==> config.mk <==
export PLATFORM = sky130hd
export DESIGN_NAME = uowc_regs
export DESIGN_NICKNAME = d
export VERILOG_FILES = /design/src/pkg/uowc_pkg.sv /design/src/hw/uowc_masked_reg.sv /design/src/hw/uowc_usb_pads.sv /design/src/hw/uowc_regs.sv
export SDC_FILE = /design/constraint.sdc
export NUM_CORES = 1
export LEC_CHECK = 0
export ABC_AREA = 0
export BUFFER_PORTS_ARGS = -buffer_cell sky130_fd_sc_hd__buf_4
export CORE_ASPECT_RATIO = 1.25
export CORE_MARGIN = 1
export CORE_UTILIZATION = 45
export CTS_CLUSTER_SIZE = 28
export DETAILED_ROUTE_END_ITERATION = 7
export GPL_TIMING_DRIVEN = 0
export PLACE_DENSITY = 0.83
export SYNTH_ARGS = -nofsm -noshare
export SYNTH_HDL_FRONTEND = slang
export SYNTH_SLANG_ARGS = --single-unit
==> constraint.sdc <==
create_clock -name REF_CLK -period 2 [get_ports REF_CLK]
set_clock_uncertainty 0.1 [all_clocks]
set_input_delay 0.1 -clock REF_CLK [delete_from_list [all_inputs] [get_ports REF_CLK]]
set_output_delay 0.1 -clock REF_CLK [all_outputs]
set_load 0.1 [all_outputs]
==> src/pkg/uowc_pkg.sv <==
package uowc_pkg;
    // Register byte addresses (printed offsets are byte addresses)
    localparam logic [15:0] USB_SYSTEM_CONTROL_ADDR   = 16'h1c32;
    localparam logic [15:0] RTC_POWER_MANAGEMENT_ADDR = 16'h1930;
    localparam logic [15:0] RTC_REGION_BASE           = 16'h1900;
    localparam int          ADDR_W                    = 16;

    // usb_system_control fields
    localparam int USB_LINE_POLARITY_BIT         = 6;
    localparam int USB_OSC_BIAS_RESISTOR_OFF_BIT = 3;
    localparam int USB_OSC_OFF_BIT               = 2;
    localparam int CPU_ACCESS_WIDTH_LSB          = 0;
    localparam logic [15:0] USB_SYSTEM_CONTROL_MASK  = 16'h004f;
    localparam logic [15:0] USB_SYSTEM_CONTROL_RESET = 16'h004c;

    // rtc_power_management fields
    localparam int WAKE_PIN_OUTPUT_VALUE_BIT = 4;
    localparam int WAKE_PIN_DIRECTION_BIT    = 3;
    localparam int REFERENCE_POWERDOWN_BIT   = 2;
    localparam int REGULATOR_POWERDOWN_BIT   = 1;
    localparam int RTC_CLOCK_OUT_ENABLE_BIT  = 0;
    localparam logic [15:0] RTC_POWER_MANAGEMENT_MASK  = 16'h001f;
    localparam logic [15:0] RTC_POWER_MANAGEMENT_RESET = 16'h0010;

    // Access width encodings
    typedef enum logic [1:0] {
        UOWC_WIDTH_WORD     = 2'h0,
        UOWC_WIDTH_HIGH     = 2'h1,
        UOWC_WIDTH_LOW      = 2'h2,
        UOWC_WIDTH_RESERVED = 2'h3
    } uowc_width_t;

    localparam logic [1:0] AXI_RESP_OKAY   = 2'h0;
    localparam logic [1:0] AXI_RESP_SLVERR = 2'h2;
endpackage

==> src/hw/uowc_masked_reg.sv <==
`timescale 1ns/1ps
// Write-masked 16-bit register; reserved bits stay zero
module uowc_masked_reg #(
    parameter logic [15:0] MASK  = 16'hffff,
    parameter logic [15:0] RESET = 16'h0000
) (
    input  wire logic        clk,
    input  wire logic        rst,
    input  wire logic        ce,
    input  wire logic        we,
    input  wire logic [3:0]  strb,
    input  wire logic [15:0] wdata,
    output logic      [15:0] value
);
    typedef struct packed {
        logic [15:0] r;
    } uowc_mreg_t;

    uowc_mreg_t s_q;
    uowc_mreg_t s_d;
    logic [15:0] lane;

    assign lane = {{8{strb[1]}}, {8{strb[0]}}};

    always_comb begin
        s_d = s_q;
        if (we) begin
            s_d.r = ((s_q.r & ~lane) | (wdata & lane)) & MASK;
        end
    end

    always_ff @(posedge clk or posedge rst) begin
        if (rst) begin
            s_q <= '{r: RESET & MASK};
        end else if (ce) begin
            s_q <= s_d;
        end
    end

    assign value = s_q.r;
endmodule

==> src/hw/uowc_usb_pads.sv <==
`timescale 1ns/1ps
// USB line polarity swap and oscillator gating
module uowc_usb_pads (
    input  wire logic line_polarity,
    input  wire logic osc_off,
    input  wire logic core_dp,
    input  wire logic core_dm,
    input  wire logic osc_clk_raw,
    output logic      line_dp,
    output logic      line_dm,
    output logic      osc_clk_gated,
    output logic      crystal_oe
);
    assign line_dp       = line_polarity ? core_dp : core_dm;
    assign line_dm       = line_polarity ? core_dm : core_dp;
    assign osc_clk_gated = osc_clk_raw & ~osc_off;
    assign crystal_oe    = ~osc_off;
endmodule

==> src/hw/uowc_regs.sv <==
// Register access over AXI4-Lite was decided locally.
`timescale 1ns/1ps
// Functional notes
// - polarity bit 1 keeps USB lines normal
// - polarity bit 6 at 0 swaps lines
// - bit 3 set disables oscillator bias resistor
// - bit 2 set stops oscillator, tristates crystal
// - bits 1-0 select CPU access width
// - no dynamic RTC clock gating
// - RTC registers inaccessible when oscillator absent
// - RTC power register at 1930h, upper reserved
// - wake output bit 4, 0 drives low
// - wake pin output active low, input high
module uowc_regs (
    input  wire logic                      REF_CLK,
    input  wire logic                      RST,
    input  wire logic                      CE,
    input  wire logic                      RTC_OSC_PRESENT,
    // AXI4-Lite slave
    input  wire logic [uowc_pkg::ADDR_W-1:0] S_AXI_AWADDR,
    input  wire logic                      S_AXI_AWVALID,
    output logic                           S_AXI_AWREADY,
    input  wire logic [31:0]               S_AXI_WDATA,
    input  wire logic [3:0]                S_AXI_WSTRB,
    input  wire logic                      S_AXI_WVALID,
    output logic                           S_AXI_WREADY,
    output logic [1:0]                     S_AXI_BRESP,
    output logic                           S_AXI_BVALID,
    input  wire logic                      S_AXI_BREADY,
    input  wire logic [uowc_pkg::ADDR_W-1:0] S_AXI_ARADDR,
    input  wire logic                      S_AXI_ARVALID,
    output logic                           S_AXI_ARREADY,
    output logic [31:0]                    S_AXI_RDATA,
    output logic [1:0]                     S_AXI_RRESP,
    output logic                           S_AXI_RVALID,
    input  wire logic                      S_AXI_RREADY,
    // USB side
    input  wire logic                      CORE_DP,
    input  wire logic                      CORE_DM,
    input  wire logic                      USB_OSC_CLK_RAW,
    output logic                           USB_LINE_DP,
    output logic                           USB_LINE_DM,
    output logic                           USB_OSC_CLK,
    output logic                           USB_CRYSTAL_OUTPUT_PIN_OE,
    output logic                           USB_OSC_BIAS_RESISTOR_OFF,
    output logic                           USB_OSC_OFF,
    output logic [1:0]                     CPU_ACCESS_WIDTH_SELECT,
    // Wake pin, open drain
    input  wire logic                      WAKE_PIN_I,
    output logic                           WAKE_PIN_O,
    output logic                           WAKE_PIN_OE,
    output logic                           WAKE_IN_ACTIVE,
    output logic                           REFERENCE_POWERDOWN,
    output logic                           REGULATOR_POWERDOWN,
    output logic                           RTC_CLOCK_OUT_ENABLE
);
    import uowc_pkg::*;

    typedef struct packed {
        // Write beats, held until the response is taken
        logic                aw_held;
        logic [ADDR_W-1:0]   awaddr;
        logic                w_held;
        logic [31:0]         wdata;
        logic [3:0]          wstrb;
        logic                bvalid;
        logic [1:0]          bresp;
        // Read response
        logic                rvalid;
        logic [31:0]         rdata;
        logic [1:0]          rresp;
        // Output copies, one cycle behind the registers
        logic                dp;
        logic                dm;
        logic                crystal_oe;
        logic                bias_off;
        logic                osc_off;
        logic [1:0]          width;
        logic                wake_o;
        logic                wake_oe;
        logic                wake_in;
        logic                ref_pd;
        logic                reg_pd;
        logic                clk_out_en;
    } uowc_state_t;

    uowc_state_t s_q;
    uowc_state_t s_d;

    logic [15:0] usb_ctl;
    logic [15:0] rtc_pm;
    logic        do_write;
    logic        we_usb;
    logic        we_rtc;
    logic        p_dp;
    logic        p_dm;
    logic        p_clk;
    logic        p_oe;

    // Channel events
    logic        aw_take;
    logic        w_take;
    logic        b_done;
    logic        ar_take;
    logic        r_done;

    // Decoded targets
    logic        aw_usb;
    logic        aw_rtc;
    logic        ar_usb;
    logic        ar_rtc;
    logic        rtc_open;
    logic        aw_ok;
    logic        ar_ok;

    logic        bus_live;

    // Bus moves only while enabled; a ready shown while frozen would
    // let the master hand over a beat that nobody stores
    assign bus_live = CE;
    assign aw_take  = S_AXI_AWVALID && !s_q.aw_held;
    assign w_take   = S_AXI_WVALID && !s_q.w_held;
    assign b_done   = s_q.bvalid && S_AXI_BREADY;
    assign ar_take  = S_AXI_ARVALID && !s_q.rvalid;
    assign r_done   = s_q.rvalid && S_AXI_RREADY;

    // Address decode, shared by commit and response
    assign aw_usb   = s_q.awaddr == USB_SYSTEM_CONTROL_ADDR;
    assign aw_rtc   = s_q.awaddr == RTC_POWER_MANAGEMENT_ADDR;
    assign ar_usb   = S_AXI_ARADDR == USB_SYSTEM_CONTROL_ADDR;
    assign ar_rtc   = S_AXI_ARADDR == RTC_POWER_MANAGEMENT_ADDR;
    // RTC page stays locked while its oscillator is absent
    assign rtc_open = RTC_OSC_PRESENT;
    assign aw_ok    = aw_usb || (aw_rtc && rtc_open);
    assign ar_ok    = ar_usb || (ar_rtc && rtc_open);

    // Write commits once address and data are both held
    assign do_write = s_q.aw_held && s_q.w_held && !s_q.bvalid;
    assign we_usb   = do_write && aw_usb;
    assign we_rtc   = do_write && aw_rtc && rtc_open;

    // Both registers share the held strobes and data
    uowc_masked_reg #(
        .MASK  (USB_SYSTEM_CONTROL_MASK),
        .RESET (USB_SYSTEM_CONTROL_RESET)
    ) u_usb_ctl (
        .clk   (REF_CLK),
        .rst   (RST),
        .ce    (CE),
        .we    (we_usb),
        .strb  (s_q.wstrb),
        .wdata (s_q.wdata[15:0]),
        .value (usb_ctl)
    );

    uowc_masked_reg #(
        .MASK  (RTC_POWER_MANAGEMENT_MASK),
        .RESET (RTC_POWER_MANAGEMENT_RESET)
    ) u_rtc_pm (
        .clk   (REF_CLK),
        .rst   (RST),
        .ce    (CE),
        .we    (we_rtc),
        .strb  (s_q.wstrb),
        .wdata (s_q.wdata[15:0]),
        .value (rtc_pm)
    );

    // Pad logic is combinational; the copies below add the flop
    uowc_usb_pads u_pads (
        .line_polarity (usb_ctl[USB_LINE_POLARITY_BIT]),
        .osc_off       (usb_ctl[USB_OSC_OFF_BIT]),
        .core_dp       (CORE_DP),
        .core_dm       (CORE_DM),
        .osc_clk_raw   (USB_OSC_CLK_RAW),
        .line_dp       (p_dp),
        .line_dm       (p_dm),
        .osc_clk_gated (p_clk),
        .crystal_oe    (p_oe)
    );

    // RTC domain is never gated here; it has no clock enable of its own.
    // Turning it off means leaving its oscillator out, which shows up
    // here only as RTC_OSC_PRESENT held low

    always_comb begin
        s_d = s_q;

        // Write channels
        if (aw_take) begin
            s_d.aw_held = 1'b1;
            s_d.awaddr  = S_AXI_AWADDR;
        end
        if (w_take) begin
            s_d.w_held = 1'b1;
            s_d.wdata  = S_AXI_WDATA;
            s_d.wstrb  = S_AXI_WSTRB;
        end
        if (do_write) begin
            s_d.bvalid = 1'b1;
            s_d.bresp  = aw_ok ? AXI_RESP_OKAY : AXI_RESP_SLVERR;
        end
        // Response frees both beats so the next write can start
        if (b_done) begin
            s_d.bvalid  = 1'b0;
            s_d.aw_held = 1'b0;
            s_d.w_held  = 1'b0;
        end

        // Read channel; sees the register before any write at this edge
        if (ar_take) begin
            s_d.rvalid = 1'b1;
            s_d.rdata  = 32'h0000_0000;
            s_d.rresp  = AXI_RESP_OKAY;
            if (ar_usb) begin
                s_d.rdata = {16'h0000, usb_ctl};
            end else if (ar_rtc && rtc_open) begin
                s_d.rdata = {16'h0000, rtc_pm};
            end else begin
                s_d.rresp = AXI_RESP_SLVERR;
            end
        end else if (r_done) begin
            s_d.rvalid = 1'b0;
        end

        // Registered pad and control outputs
        s_d.dp         = p_dp;
        s_d.dm         = p_dm;
        s_d.crystal_oe = p_oe;
        s_d.bias_off   = usb_ctl[USB_OSC_BIAS_RESISTOR_OFF_BIT];
        s_d.osc_off    = usb_ctl[USB_OSC_OFF_BIT];
        s_d.width      = usb_ctl[CPU_ACCESS_WIDTH_LSB +: 2];

        // Open drain: only ever pulls low, output mode only
        s_d.wake_o  = 1'b0;
        s_d.wake_oe = rtc_pm[WAKE_PIN_DIRECTION_BIT]
                      && !rtc_pm[WAKE_PIN_OUTPUT_VALUE_BIT];
        s_d.wake_in = !rtc_pm[WAKE_PIN_DIRECTION_BIT]
                      && WAKE_PIN_I;
        s_d.ref_pd     = rtc_pm[REFERENCE_POWERDOWN_BIT];
        s_d.reg_pd     = rtc_pm[REGULATOR_POWERDOWN_BIT];
        s_d.clk_out_en = rtc_pm[RTC_CLOCK_OUT_ENABLE_BIT];
    end

    always_ff @(posedge REF_CLK or posedge RST) begin
        if (RST) begin
            // Every field named so its reset level is plain to see
            s_q.aw_held    <= 1'b0;
            s_q.awaddr     <= '0;
            s_q.w_held     <= 1'b0;
            s_q.wdata      <= 32'h0000_0000;
            s_q.wstrb      <= 4'h0;
            s_q.bvalid     <= 1'b0;
            s_q.bresp      <= AXI_RESP_OKAY;
            s_q.rvalid     <= 1'b0;
            s_q.rdata      <= 32'h0000_0000;
            s_q.rresp      <= AXI_RESP_OKAY;
            s_q.dp         <= 1'b0;
            s_q.dm         <= 1'b0;
            s_q.crystal_oe <= 1'b0;
            s_q.bias_off   <= 1'b1;
            s_q.osc_off    <= 1'b1;
            s_q.width      <= 2'h0;
            s_q.wake_o     <= 1'b0;
            s_q.wake_oe    <= 1'b0;
            s_q.wake_in    <= 1'b0;
            s_q.ref_pd     <= 1'b0;
            s_q.reg_pd     <= 1'b0;
            s_q.clk_out_en <= 1'b0;
        end else if (CE) begin
            s_q <= s_d;
        end
    end

    // Handshake outputs pause with the enable
    assign S_AXI_AWREADY = bus_live && !s_q.aw_held;
    assign S_AXI_WREADY  = bus_live && !s_q.w_held;
    assign S_AXI_BVALID  = bus_live && s_q.bvalid;
    assign S_AXI_BRESP   = s_q.bresp;
    assign S_AXI_ARREADY = bus_live && !s_q.rvalid;
    assign S_AXI_RVALID  = bus_live && s_q.rvalid;
    assign S_AXI_RDATA   = s_q.rdata;
    assign S_AXI_RRESP   = s_q.rresp;

    assign USB_LINE_DP               = s_q.dp;
    assign USB_LINE_DM               = s_q.dm;
    // Gated clock stays combinational; a flop would divide it
    assign USB_OSC_CLK               = p_clk;
    assign USB_CRYSTAL_OUTPUT_PIN_OE = s_q.crystal_oe;
    assign USB_OSC_BIAS_RESISTOR_OFF = s_q.bias_off;
    assign USB_OSC_OFF               = s_q.osc_off;
    assign CPU_ACCESS_WIDTH_SELECT   = s_q.width;
    assign WAKE_PIN_O                = s_q.wake_o;
    assign WAKE_PIN_OE               = s_q.wake_oe;
    assign WAKE_IN_ACTIVE            = s_q.wake_in;
    assign REFERENCE_POWERDOWN       = s_q.ref_pd;
    assign REGULATOR_POWERDOWN       = s_q.reg_pd;
    assign RTC_CLOCK_OUT_ENABLE      = s_q.clk_out_en;
endmodule

Word level (Yosys, flattened, before mapping)
Index checks and enable logic that the tools add are counted.
- register bits after elaboration: 114
- input bits: 81
- output and inout bits: 55
- word-level logic and storage cells: 90
- eq/ne operators: 4
- multiplexer cells: 15
- bitwise logic cells: 8
- reductions and logical operators: 40
- operators with widths (kind ; count):
    16-bit by 13-bit equality test with 1-bit output, second input constant ; 4
    37-bit 2-to-1 mux ; 1
    2-bit AND reduction ; 10
    1-bit logical AND ; 19
    17-bit 2-to-1 mux ; 1
    7-bit bitwise AND ; 2
    2-bit nonzero test ; 4
    1-bit 2-to-1 mux ; 7
    7-bit 2-to-1 mux ; 1
    7-bit NOT ; 1
    7-bit OR ; 1
    1-bit zero test ; 6
    2-bit 2-to-1 mux ; 3
    5-bit bitwise AND ; 1
    5-bit 2-to-1 mux ; 1
    5-bit OR ; 1
    3-bit 2-to-1 mux ; 1
    1-bit bitwise AND ; 1
    1-bit logical OR ; 1
    1-bit NOT ; 1

Depth between registers and ports, before layout
Gate-level depths: netlist (run 1).
- depth in word-level cells: 6
- depth in mapped cells: 4
- gate-level depth less buffers: 4

Cells and area by module
From an unflattened synthesis (run 1), not the netlist that was laid out.
- cell total of the unflattened synthesis: 318
- area, all modules: 3862.5 um^2
- modules (own cells, without submodules) (module ; times used ; cells an instance ; area each (um^2) ; seq. area each (um^2)):
    uowc_regs ; 1 ; 266 ; 3261.9 ; 1754.2
    uowc_masked_reg (u_usb_ctl) ; 1 ; 24 ; 285.3 ; 128.9
    uowc_masked_reg (u_rtc_pm) ; 1 ; 24 ; 282.8 ; 126.4
    uowc_usb_pads ; 1 ; 4 ; 32.5 ; 0.0

Worst setup path before layout (run 1)
No wires, ideal clock.
- path kind: register to register
- start point: reg s_q[104] in the netlist's numbering
- end point: reg s_q[100] in the netlist's numbering
- library setup time: 0.125 ns
- arrival: 2.773 ns
- data required time: 1.775 ns
- setup slack: -0.998 ns
- cell stages (with the launch flop): 5
- buffers on the path: 1
- clock period less this slack: 2.998 ns
- cells stage by stage: dfrtp_1 nor2b_1 nand2_1 buf_2 mux2_2
- cells in the longest elaborated chain, start to end: 3
- RTL lines (element ; RTL line ; text):
    start: declaration ; uowc_regs.sv:87 ; uowc_state_t s_q;
    1-bit zero test ; uowc_regs.sv:121 ; assign aw_take = S_AXI_AWVALID && !s_q.aw_held;
    1-bit logical AND ; uowc_regs.sv:121 ;
    2-bit AND reduction (no source line) ; n/a ;
Every way passes these cells.
A chain may end at the register's enable or synchronous reset.

==> results.json, run 1 <==
{
  "hpwl_mm": 4.07,
  "fin_nets": 441,
  "worst-path-max-fanout": 5,
  "yosys.area_share.adder_pct": 0,
  "layout_commonest_cell": "buf_4",
  "netlist_instances": 210,
  "synth_top_family_by_area": "multiplexers",
  "final-seq-area_um2": 1430,
  "seqPwrFrac_pct": 39.8,
  "synth_area_per_cell_um2": 12.7,
  "drive_above_1_share_pct": 52.2,
  "fill_cells": 429,
  "required_ns": 2.12,
  "io_pins": 136,
  "power_mw": 4.06,
  "min_from": "CE",
  "max_freq_mhz": 536,
  "path_cells": "nand4b_1 > or2_4 > nor3_4 > mux2_2",
  "antenna_cells": 0,
  "drtIter0Drc": 59,
  "hold_class": "in -> reg",
  "crit_type": "reg -> reg",
  "wl_per_cell_um": 13.4,
  "worst_r2r_startpoint": "s_q[50]",
  "slew_headroom_pct": 62.9,
  "r2r_cells": 4,
  "final_cell_area_um2": 4020,
  "grt_remaining_overflow": 0,
  "cts_root_buf": "clkbuf_8",
  "die_y_um": 88.1,
  "die_area_um2": 6250,
  "crit_slowest_cell": "dfrtp_1",
  "grt_pass1_wl_mm": 9.21,
  "antenna_found_initial": 0,
  "clockPowerShare_pct": 27.7,
  "maxCapViolCount": 0,
  "gp_congestion": 0.776,
  "syn_to_final_growth_pct": 50.6,
  "violations": "design-rule violations",
  "synth_edf_count": 0,
  "synth_xor_area_share_pct": 0,
  "netSwitchingPower_mw": 1.40,
  "cp_slowest_stage_delay_ns": 0.39,
  "ys_warn_count": 0,
  "cts.sinks": 57,
  "synth_simple_gate_area_share_pct": 11.2,
  "first_pass_iters": 6,
  "core_um2": 5740,
  "startpoint": "s_q[50]",
  "drc": 22,
  "grt_use_total_pct": 19.7,
  "worst_slew_pin_slew_ns": 0.556,
  "rsz0062_at_grt": "no",
  "cts-htree-levels": 3,
  "total_leakage_power_nw": 2.05,
  "yosysSeqAreaShare_pct": 53.7,
  "r2r_slack_ns": 0.13,
  "combPwrFrac_pct": 32.6,
  "synth-async-reset-ratio_pct": 100,
  "final_cell_mix": "buf_4 (116), dfrtp_1 (51), mux2_2 (39)",
  "arrival_ns": 1.98,
  "port_buffers": 77,
  "clkLatencyLatePin_ns": 0.33,
  "period_minus_slack_ns": 1.87,
  "synth_ff_type": "dfrtp_1",
  "wirelength_mm": 5.75,
  "clk_pin_slew_worst_paths_ns": 0.06,
  "ys_types": 31,
  "start_util_pct": 46.5,
  "drv_slew": 0,
  "grt_pass1_vias": 2068,
  "outcome": "finished with violations",
  "min_delay_path_depth": 3,
  "synthMuxAreaShare_pct": 18.0,
  "cts_tree": "done",
  "place_area_um2": 3470,
  "peakVddDrop_uv": 1030,
  "syn_area_um2": 2670,
  "cts_buffers": 9,
  "p_per_area_nw_per_um2": 1010,
  "startpoint_type": "flip-flop",
  "vias": 2006,
  "row_count": 31,
  "die_w_um": 70.9,
  "setup_viol": 0,
  "ant_nets": 0,
  "finalHoldViolations": 0,
  "synth_compound_area_share_pct": 4.82,
  "ys_ff_latch": 57,
  "post-route-period-util_pct": 93.3,
  "viasPerCell": 4.67,
  "p_int_mw": 2.66,
  "swShare_pct": 34.5,
  "endpoint_kind": "flip-flop",
  "postCtsSetupBuffers": 0,
  "hold_end": "s_q[50]",
  "clockBufferDepth": 2,
  "multi_input_area_um2": 1040,
  "grt_max_degree": 36
}
[cell families (layout without fill, tap and decap cells)]
kind of cell    count (synthesis)  in the layout
simple gates                   42             42
compound gates                 20             20
flops                          57             57
mux                            43             43
buf+inv                        47            173
other cells                     1             29
[worst max path at each step]
stage / to / depth (start not counted)
after global routing: flip-flop / 4
after global placement: RTC_CLOCK_OUT_ENABLE / 2
after CTS: S_AXI_RDATA[0] / 4
final: flip-flop / 4
after detailed placement: S_AXI_RDATA[0] / 4
after floorplan: S_AXI_RDATA[0] / 4
[routing by layer]
metal | global-route usage, % | up-vias | wire length [µm]
met1 | 19.7 | 946 | 2020
met2 | 36.9 | 84 | 3150
met3 | 6.33 | 7 | 498
met5 | 0 | - | 0
met4 | 9.82 | 0 | 81
li1 | - | 969 | -
[cell usage after synthesis (2+ instances only)]
cell / number / area (µm²)
a21oi_1: 10 / 50.1
a221o_1: 4 / 40.0
and2_1: 6 / 37.5
and4bb_2: 2 / 25.0
buf_4: 39 / 293
clkbuf_1: 2 / 7.51
dfrtp_1: 51 / 1280
dfstp_2: 6 / 158
inv_1: 5 / 18.8
mux2_2: 39 / 439
mux2i_1: 3 / 30.0
nand2_1: 8 / 30.0
nand3b_1: 4 / 30.0
nand4bb_1: 2 / 22.5
nor2_1: 4 / 15.0
nor2b_1: 3 / 18.8
nor3_1: 3 / 15.0
nor3_4: 2 / 32.5
nor4bb_1: 2 / 20.0
o21ai_0: 4 / 20.0
[stage by stage]
step	hold WS (ns)	TNS (ns)	setup slack, ns	utilization [%]	cells
CTS	0.0732	0	0.0934	70.0	430
floorplan	0.0859	0	0.0474	-	238
finish	0.0821	0	0.135	70.1	430
detailed placement	0.0616	0	0.0945	60.5	382
global placement	0.172	-12.06	-0.240	60.2	381
global route	0.118	0	0.0319	70.1	430
[critical path, delay by kind of cell, from the launching register on]
family,cells,cell delay [ns]
flip-flops,1,0.39
multiplexers,1,0.37
AND/OR/NAND/NOR,3,0.89
[power by group through the flow]
stage | clock [mW] | sequential (mW) | combinational (mW)
2_1_floorplan | 0 | 1.61 | 1.00
3_3_place_gp | 0 | 1.61 | 1.23
3_5_place_dp | 0 | 1.63 | 1.26
4_1_cts | 1.15 | 1.61 | 1.32
5_1_grt | 1.19 | 1.65 | 1.40
6_report | 1.12 | 1.61 | 1.32
[cell type report]
class,count,area share (%)
Clock inverter,2,0.871
Clock buffer,13,4.45
Tap cell,66,2.05
Multi-Input combinational cell,134,25.8
Inverter,5,0.467
Sequential cell,57,35.6
Timing Repair Buffer,111,23.1
Buffer,42,7.59
[repair_timing]
action | CTS | global route
setup endpoints to repair | 0 | 4
hold buffers | 33 | 0
gates resized for setup | 0 | 1
hold endpoints to repair | 52 | 0
No activity file was read; power rests on OpenSTA's default activity.
==> run 2: changes to the inputs <==
CELL_PAD_IN_SITES_DETAIL_PLACEMENT = 1   (was unset)
CELL_PAD_IN_SITES_GLOBAL_PLACEMENT = 2   (was unset)
CORE_UTILIZATION = 27   (was 45)
PLACE_DENSITY = 0.82   (was 0.83)
==> results.json, run 2 (synthesized netlist as in run 1, its figures left out) <==
{
  "peakVddDrop_uv": 765,
  "place_area_um2": 3550,
  "clk_pin_slew_worst_paths_ns": 0.05,
  "post-route-period-util_pct": 93.6,
  "crit_type": "reg -> reg",
  "outcome": "finished clean",
  "hold_class": "in -> reg",
  "finalHoldViolations": 0,
  "fin_nets": 440,
  "required_ns": 2.10,
  "drv_slew": 0,
  "total_leakage_power_nw": 2.09,
  "ant_nets": 0,
  "maxCapViolCount": 0,
  "grt_max_degree": 36,
  "busiest_layer": "met2",
  "antenna_cells": 0,
  "p_per_area_nw_per_um2": 1080,
  "max_freq_mhz": 534,
  "final_cell_area_um2": 4190,
  "port_buffers": 77,
  "fin_cells": 490,
  "row_count": 40,
  "io_pins": 136,
  "slew_headroom_pct": 60.8,
  "antenna_found_initial": 0,
  "syn_to_final_growth_pct": 57.0,
  "grt_use_total_pct": 13.5,
  "use_met3_pct": 4.37,
  "vias": 2026,
  "grt_remaining_overflow": 0,
  "die_w_um": 91.0,
  "worst_r2r_startpoint": "s_q[50]",
  "dp.cells": 442,
  "wirelength_mm": 6.35,
  "fill_cells": 1089,
  "die_y_um": 113,
  "cts-htree-levels": 3,
  "core_um2": 9610,
  "r2r_cells": 4,
  "postCtsSetupBuffers": 0,
  "clkLatencyLatePin_ns": 0.32,
  "use_met2_pct": 24.8,
  "cts_root_buf": "clkbuf_16",
  "clockBufferDepth": 2,
  "rsz0062_at_grt": "no",
  "period_minus_slack_ns": 1.87,
  "die_area_um2": 10300,
  "final_core_util_pct": 43.6,
  "cts_tree": "done",
  "hpwl_mm": 4.69,
  "min_from": "CORE_DM",
  "viasPerCell": 4.13,
  "startpoint_type": "flip-flop",
  "arrival_ns": 1.98,
  "grt_pass1_vias": 2198,
  "cts.sinks": 57,
  "worst-path-max-fanout": 5,
  "gp_congestion": 0.663,
  "endpoint_kind": "flip-flop",
  "setup_viol": 0,
  "drc": 0,
  "worst_slew_pin_slew_ns": 0.589,
  "first_pass_iters": 4,
  "met1_usage_pct": 13.7,
  "cts_buffers": 9,
  "min_delay_path_depth": 3,
  "drtIter0Drc": 61,
  "hold_end": "USB_LINE_DP",
  "start_util_pct": 27.8,
  "grt_pass1_wl_mm": 10.5,
  "layout_commonest_cell": "buf_4",
  "drive_above_1_share_pct": 52.2,
  "r2r_slack_ns": 0.13,
  "wl_per_cell_um": 13.0,
  "final_cell_mix": "buf_4 (116), dfrtp_1 (51), mux2_2 (39)"
}
==> run 2: timing repair <==
item / CTS / global route
endpoints found under the hold margin: 46 / 0
gates resized for setup: 0 / 1
endpoints found under the setup margin: 0 / 9
hold buffers: 32 / 0
==> run 2: final cells by class <==
class / instances / area [µm²] / share of cell area [%]
tap: 126 / 158 / 3.76
timing repair buffer: 110 / 918 / 21.9
buffer: 42 / 305 / 7.28
inverter: 5 / 18.8 / 0.448
clock buffer: 14 / 284 / 6.77
clock inverter: 2 / 35.0 / 0.836
sequential: 57 / 1430 / 34.2
multi-input combinational: 134 / 1040 / 24.8
==> run 2: how the worst max path moves through the flow <==
stage,from,to,slack (ns),depth (start not counted)
6_report,s_q[50],flip-flop,0.13,4
5_1_grt,s_q[50],flip-flop,0.005,4
4_1_cts,s_q[50],flip-flop,0.05,4
3_5_place_dp,s_q[50],flip-flop,0.06,4
3_3_place_gp,RST,CPU_ACCESS_WIDTH_SELECT[1],-0.34,2
2_1_floorplan,s_q[47],S_AXI_RDATA[0],0.05,4
==> run 2: routing by layer <==
layer	wire, µm	vias to the layer above
li1	-	964
met2	3470	76
met5	0	-
met4	97	0
met3	430	9
met1	2340	977
==> run 2: critical path, stage by stage, from the launching register on <==
cell and delay (ns):
dfrtp_1 0.38, nand4b_1 0.27, or2_4 0.31, nor3_4 0.31, mux2_2 0.38
==> run 2: per-stage QoR <==
| step | setup slack, ns | setup TNS, ns | hold WS, ns | total power [mW] |
|---|---|---|---|---|
| 2_1_floorplan | 0.0474 | 0 | 0.0859 | 2.61 |
| 3_3_place_gp | -0.343 | -17.30 | 0.188 | 2.85 |
| 3_5_place_dp | 0.0559 | 0 | 0.0767 | 2.90 |
| 4_1_cts | 0.0476 | 0 | 0.00773 | 4.59 |
| 5_1_grt | 0.00480 | 0 | 0.0371 | 4.75 |
| 6_report | 0.128 | 0 | 0.0200 | 4.52 |
==> run 2: report_power, final <==
| part | switching [mW] | total (mW) | leakage (nW) | internal (mW) |
|---|---|---|---|---|
| Clock | 0.491 | 1.59 | 0.159 | 1.10 |
| Combinational | 0.814 | 1.32 | 1.23 | 0.509 |
| Sequential | 0.164 | 1.61 | 0.697 | 1.45 |
==> run 3: changes to the inputs <==
GPL_ROUTABILITY_DRIVEN = 1   (was unset)
PLACE_DENSITY = 0.81   (was 0.82)
==> results.json, run 3 (synthesized netlist as in run 1, its figures left out) <==
{
  "outcome": "finished clean",
  "hpwl_mm": 4.69,
  "drv_slew": 0,
  "grt_use_total_pct": 13.6,
  "whs_ns": 0.109,
  "core_um2": 9610,
  "netSwitchingPower_mw": 1.46,
  "final_core_util_pct": 43.4,
  "fill_cells": 1087,
  "hold_class": "in -> reg",
  "crit_type": "reg -> reg",
  "final-seq-area_um2": 1430,
  "startpoint": "s_q[50]",
  "cts_root_buf": "clkbuf_16",
  "clockPowerShare_pct": 32.7,
  "syn_to_final_growth_pct": 56.1,
  "finalHoldViolations": 0,
  "p_per_area_nw_per_um2": 1040,
  "dp.cells": 442,
  "fin_nets": 441,
  "post-route-period-util_pct": 96.2,
  "setup_viol": 0,
  "rsz0062_at_grt": "no",
  "tns_ns": 0,
  "wl_per_cell_um": 13.0,
  "slew_headroom_pct": 60.5,
  "swShare_pct": 33.6,
  "drtIter0Drc": 50,
  "combPwrFrac_pct": 30.3,
  "die_y_um": 113,
  "max_freq_mhz": 520,
  "antenna_found_initial": 0,
  "clkLatencyLatePin_ns": 0.32,
  "final_cell_mix": "buf_4 (116), dfrtp_1 (51), mux2_2 (39)",
  "viasPerCell": 4.10,
  "worst-path-max-fanout": 5,
  "grt_pass1_wl_mm": 10.6,
  "min_from": "CE",
  "startpoint_type": "flip-flop",
  "peakVddDrop_uv": 499,
  "worst_slew_pin_slew_ns": 0.593,
  "grt_max_degree": 37,
  "fin_cells": 491,
  "worst_r2r_startpoint": "s_q[50]",
  "grt_remaining_overflow": 0,
  "seqPwrFrac_pct": 37.0,
  "wirelength_mm": 6.39,
  "arrival_ns": 2.03,
  "cts.sinks": 57,
  "drive_above_1_share_pct": 51.8,
  "grt_pass1_vias": 2138,
  "die_area_um2": 10300,
  "total_leakage_power_nw": 2.07,
  "required_ns": 2.10,
  "multi_input_area_um2": 1040,
  "endpoint_kind": "flip-flop",
  "gp_congestion": 0.657,
  "clk_pin_slew_worst_paths_ns": 0.05,
  "antenna_cells": 0,
  "die_w_um": 91.0,
  "layout_commonest_cell": "buf_4",
  "start_util_pct": 27.8,
  "clockBufferDepth": 2,
  "cts_tree": "done",
  "port_buffers": 77,
  "io_pins": 136,
  "row_count": 40,
  "drc": 0,
  "cts_buffers": 9,
  "vias": 2011,
  "first_pass_iters": 3,
  "ant_nets": 0,
  "maxCapViolCount": 0,
  "cts-htree-levels": 3,
  "p_int_mw": 2.89,
  "period_minus_slack_ns": 1.92
}
-- run 3: cell types whose count changed in the layout (fill, tap and decap cells not counted) --
cell,delta
bufinv_16,-1
clkbuf_1,+1
clkbuf_8,-1
clkinvlp_4,+1
dlygate4sd3_1,+1
-- run 3: what timing repair did --
| item | 4_1_cts | 5_1_grt |
|---|---|---|
| resized for setup | 0 | 1 |
| setup endpoints to repair | 0 | 5 |
| hold endpoints to repair | 51 | 0 |
| setup buffers | 0 | 0 |
| hold buffers | 33 | 0 |
-- run 3: layout make-up --
type,instances,area share [%]
buffer,42,7.32
clock buffer,14,6.57
clock inverter,2,0.300
inverter,5,0.450
multi-input combinational,134,24.9
sequential,57,34.4
tap,126,3.78
timing repair buffer,111,22.3
-- run 3: path summary, 6_finish.rpt --
path,endpoint,slack (ns),cells past startpoint
max,flip-flop,0.08,4
min in group asynchronous,s_q[98],0.28,3
max in group asynchronous,async pin,0.89,4
min,s_q[50],0.11,3
max reg2reg,flip-flop,0.08,4
min reg2reg,S_AXI_RRESP[1],0.39,2
-- run 3: worst max-delay path: stages (launching register included) --
cell      delay (ns)
dfrtp_1         0.39
nand4b_1        0.28
or2_4           0.32
nor3_4          0.34
mux2_2          0.38
-- run 3: per-stage QoR --
step / worst slack, ns / total power, mW / cell area [µm²]
final: 0.0758 / 4.35 / 4170
after detailed placement: 0.0653 / 2.90 / 3550
after floorplan: 0.0474 / 2.61 / 2790
after CTS: 0.0261 / 4.42 / 4170
after global placement: -0.323 / 2.85 / 3530
after global routing: 0.00491 / 4.58 / 4170
-- run 3: power groups by stage --
stage	sequential (mW)	combinational, mW	clock [mW]
after detailed placement	1.63	1.27	0
after global placement	1.61	1.24	0
after CTS	1.61	1.34	1.47
after floorplan	1.61	1.00	0
final	1.61	1.32	1.42
after global routing	1.65	1.41	1.53
-- run 3: layer usage --
| metal | vias up | GRT usage [%] | wire length (µm) |
|---|---|---|---|
| met5 | - | 0 | 0 |
| met1 | 962 | 14.7 | 2420 |
| met4 | 0 | 6.35 | 87 |
| met2 | 71 | 24.0 | 3440 |
| li1 | 970 | - | - |
| met3 | 8 | 4.23 | 443 |
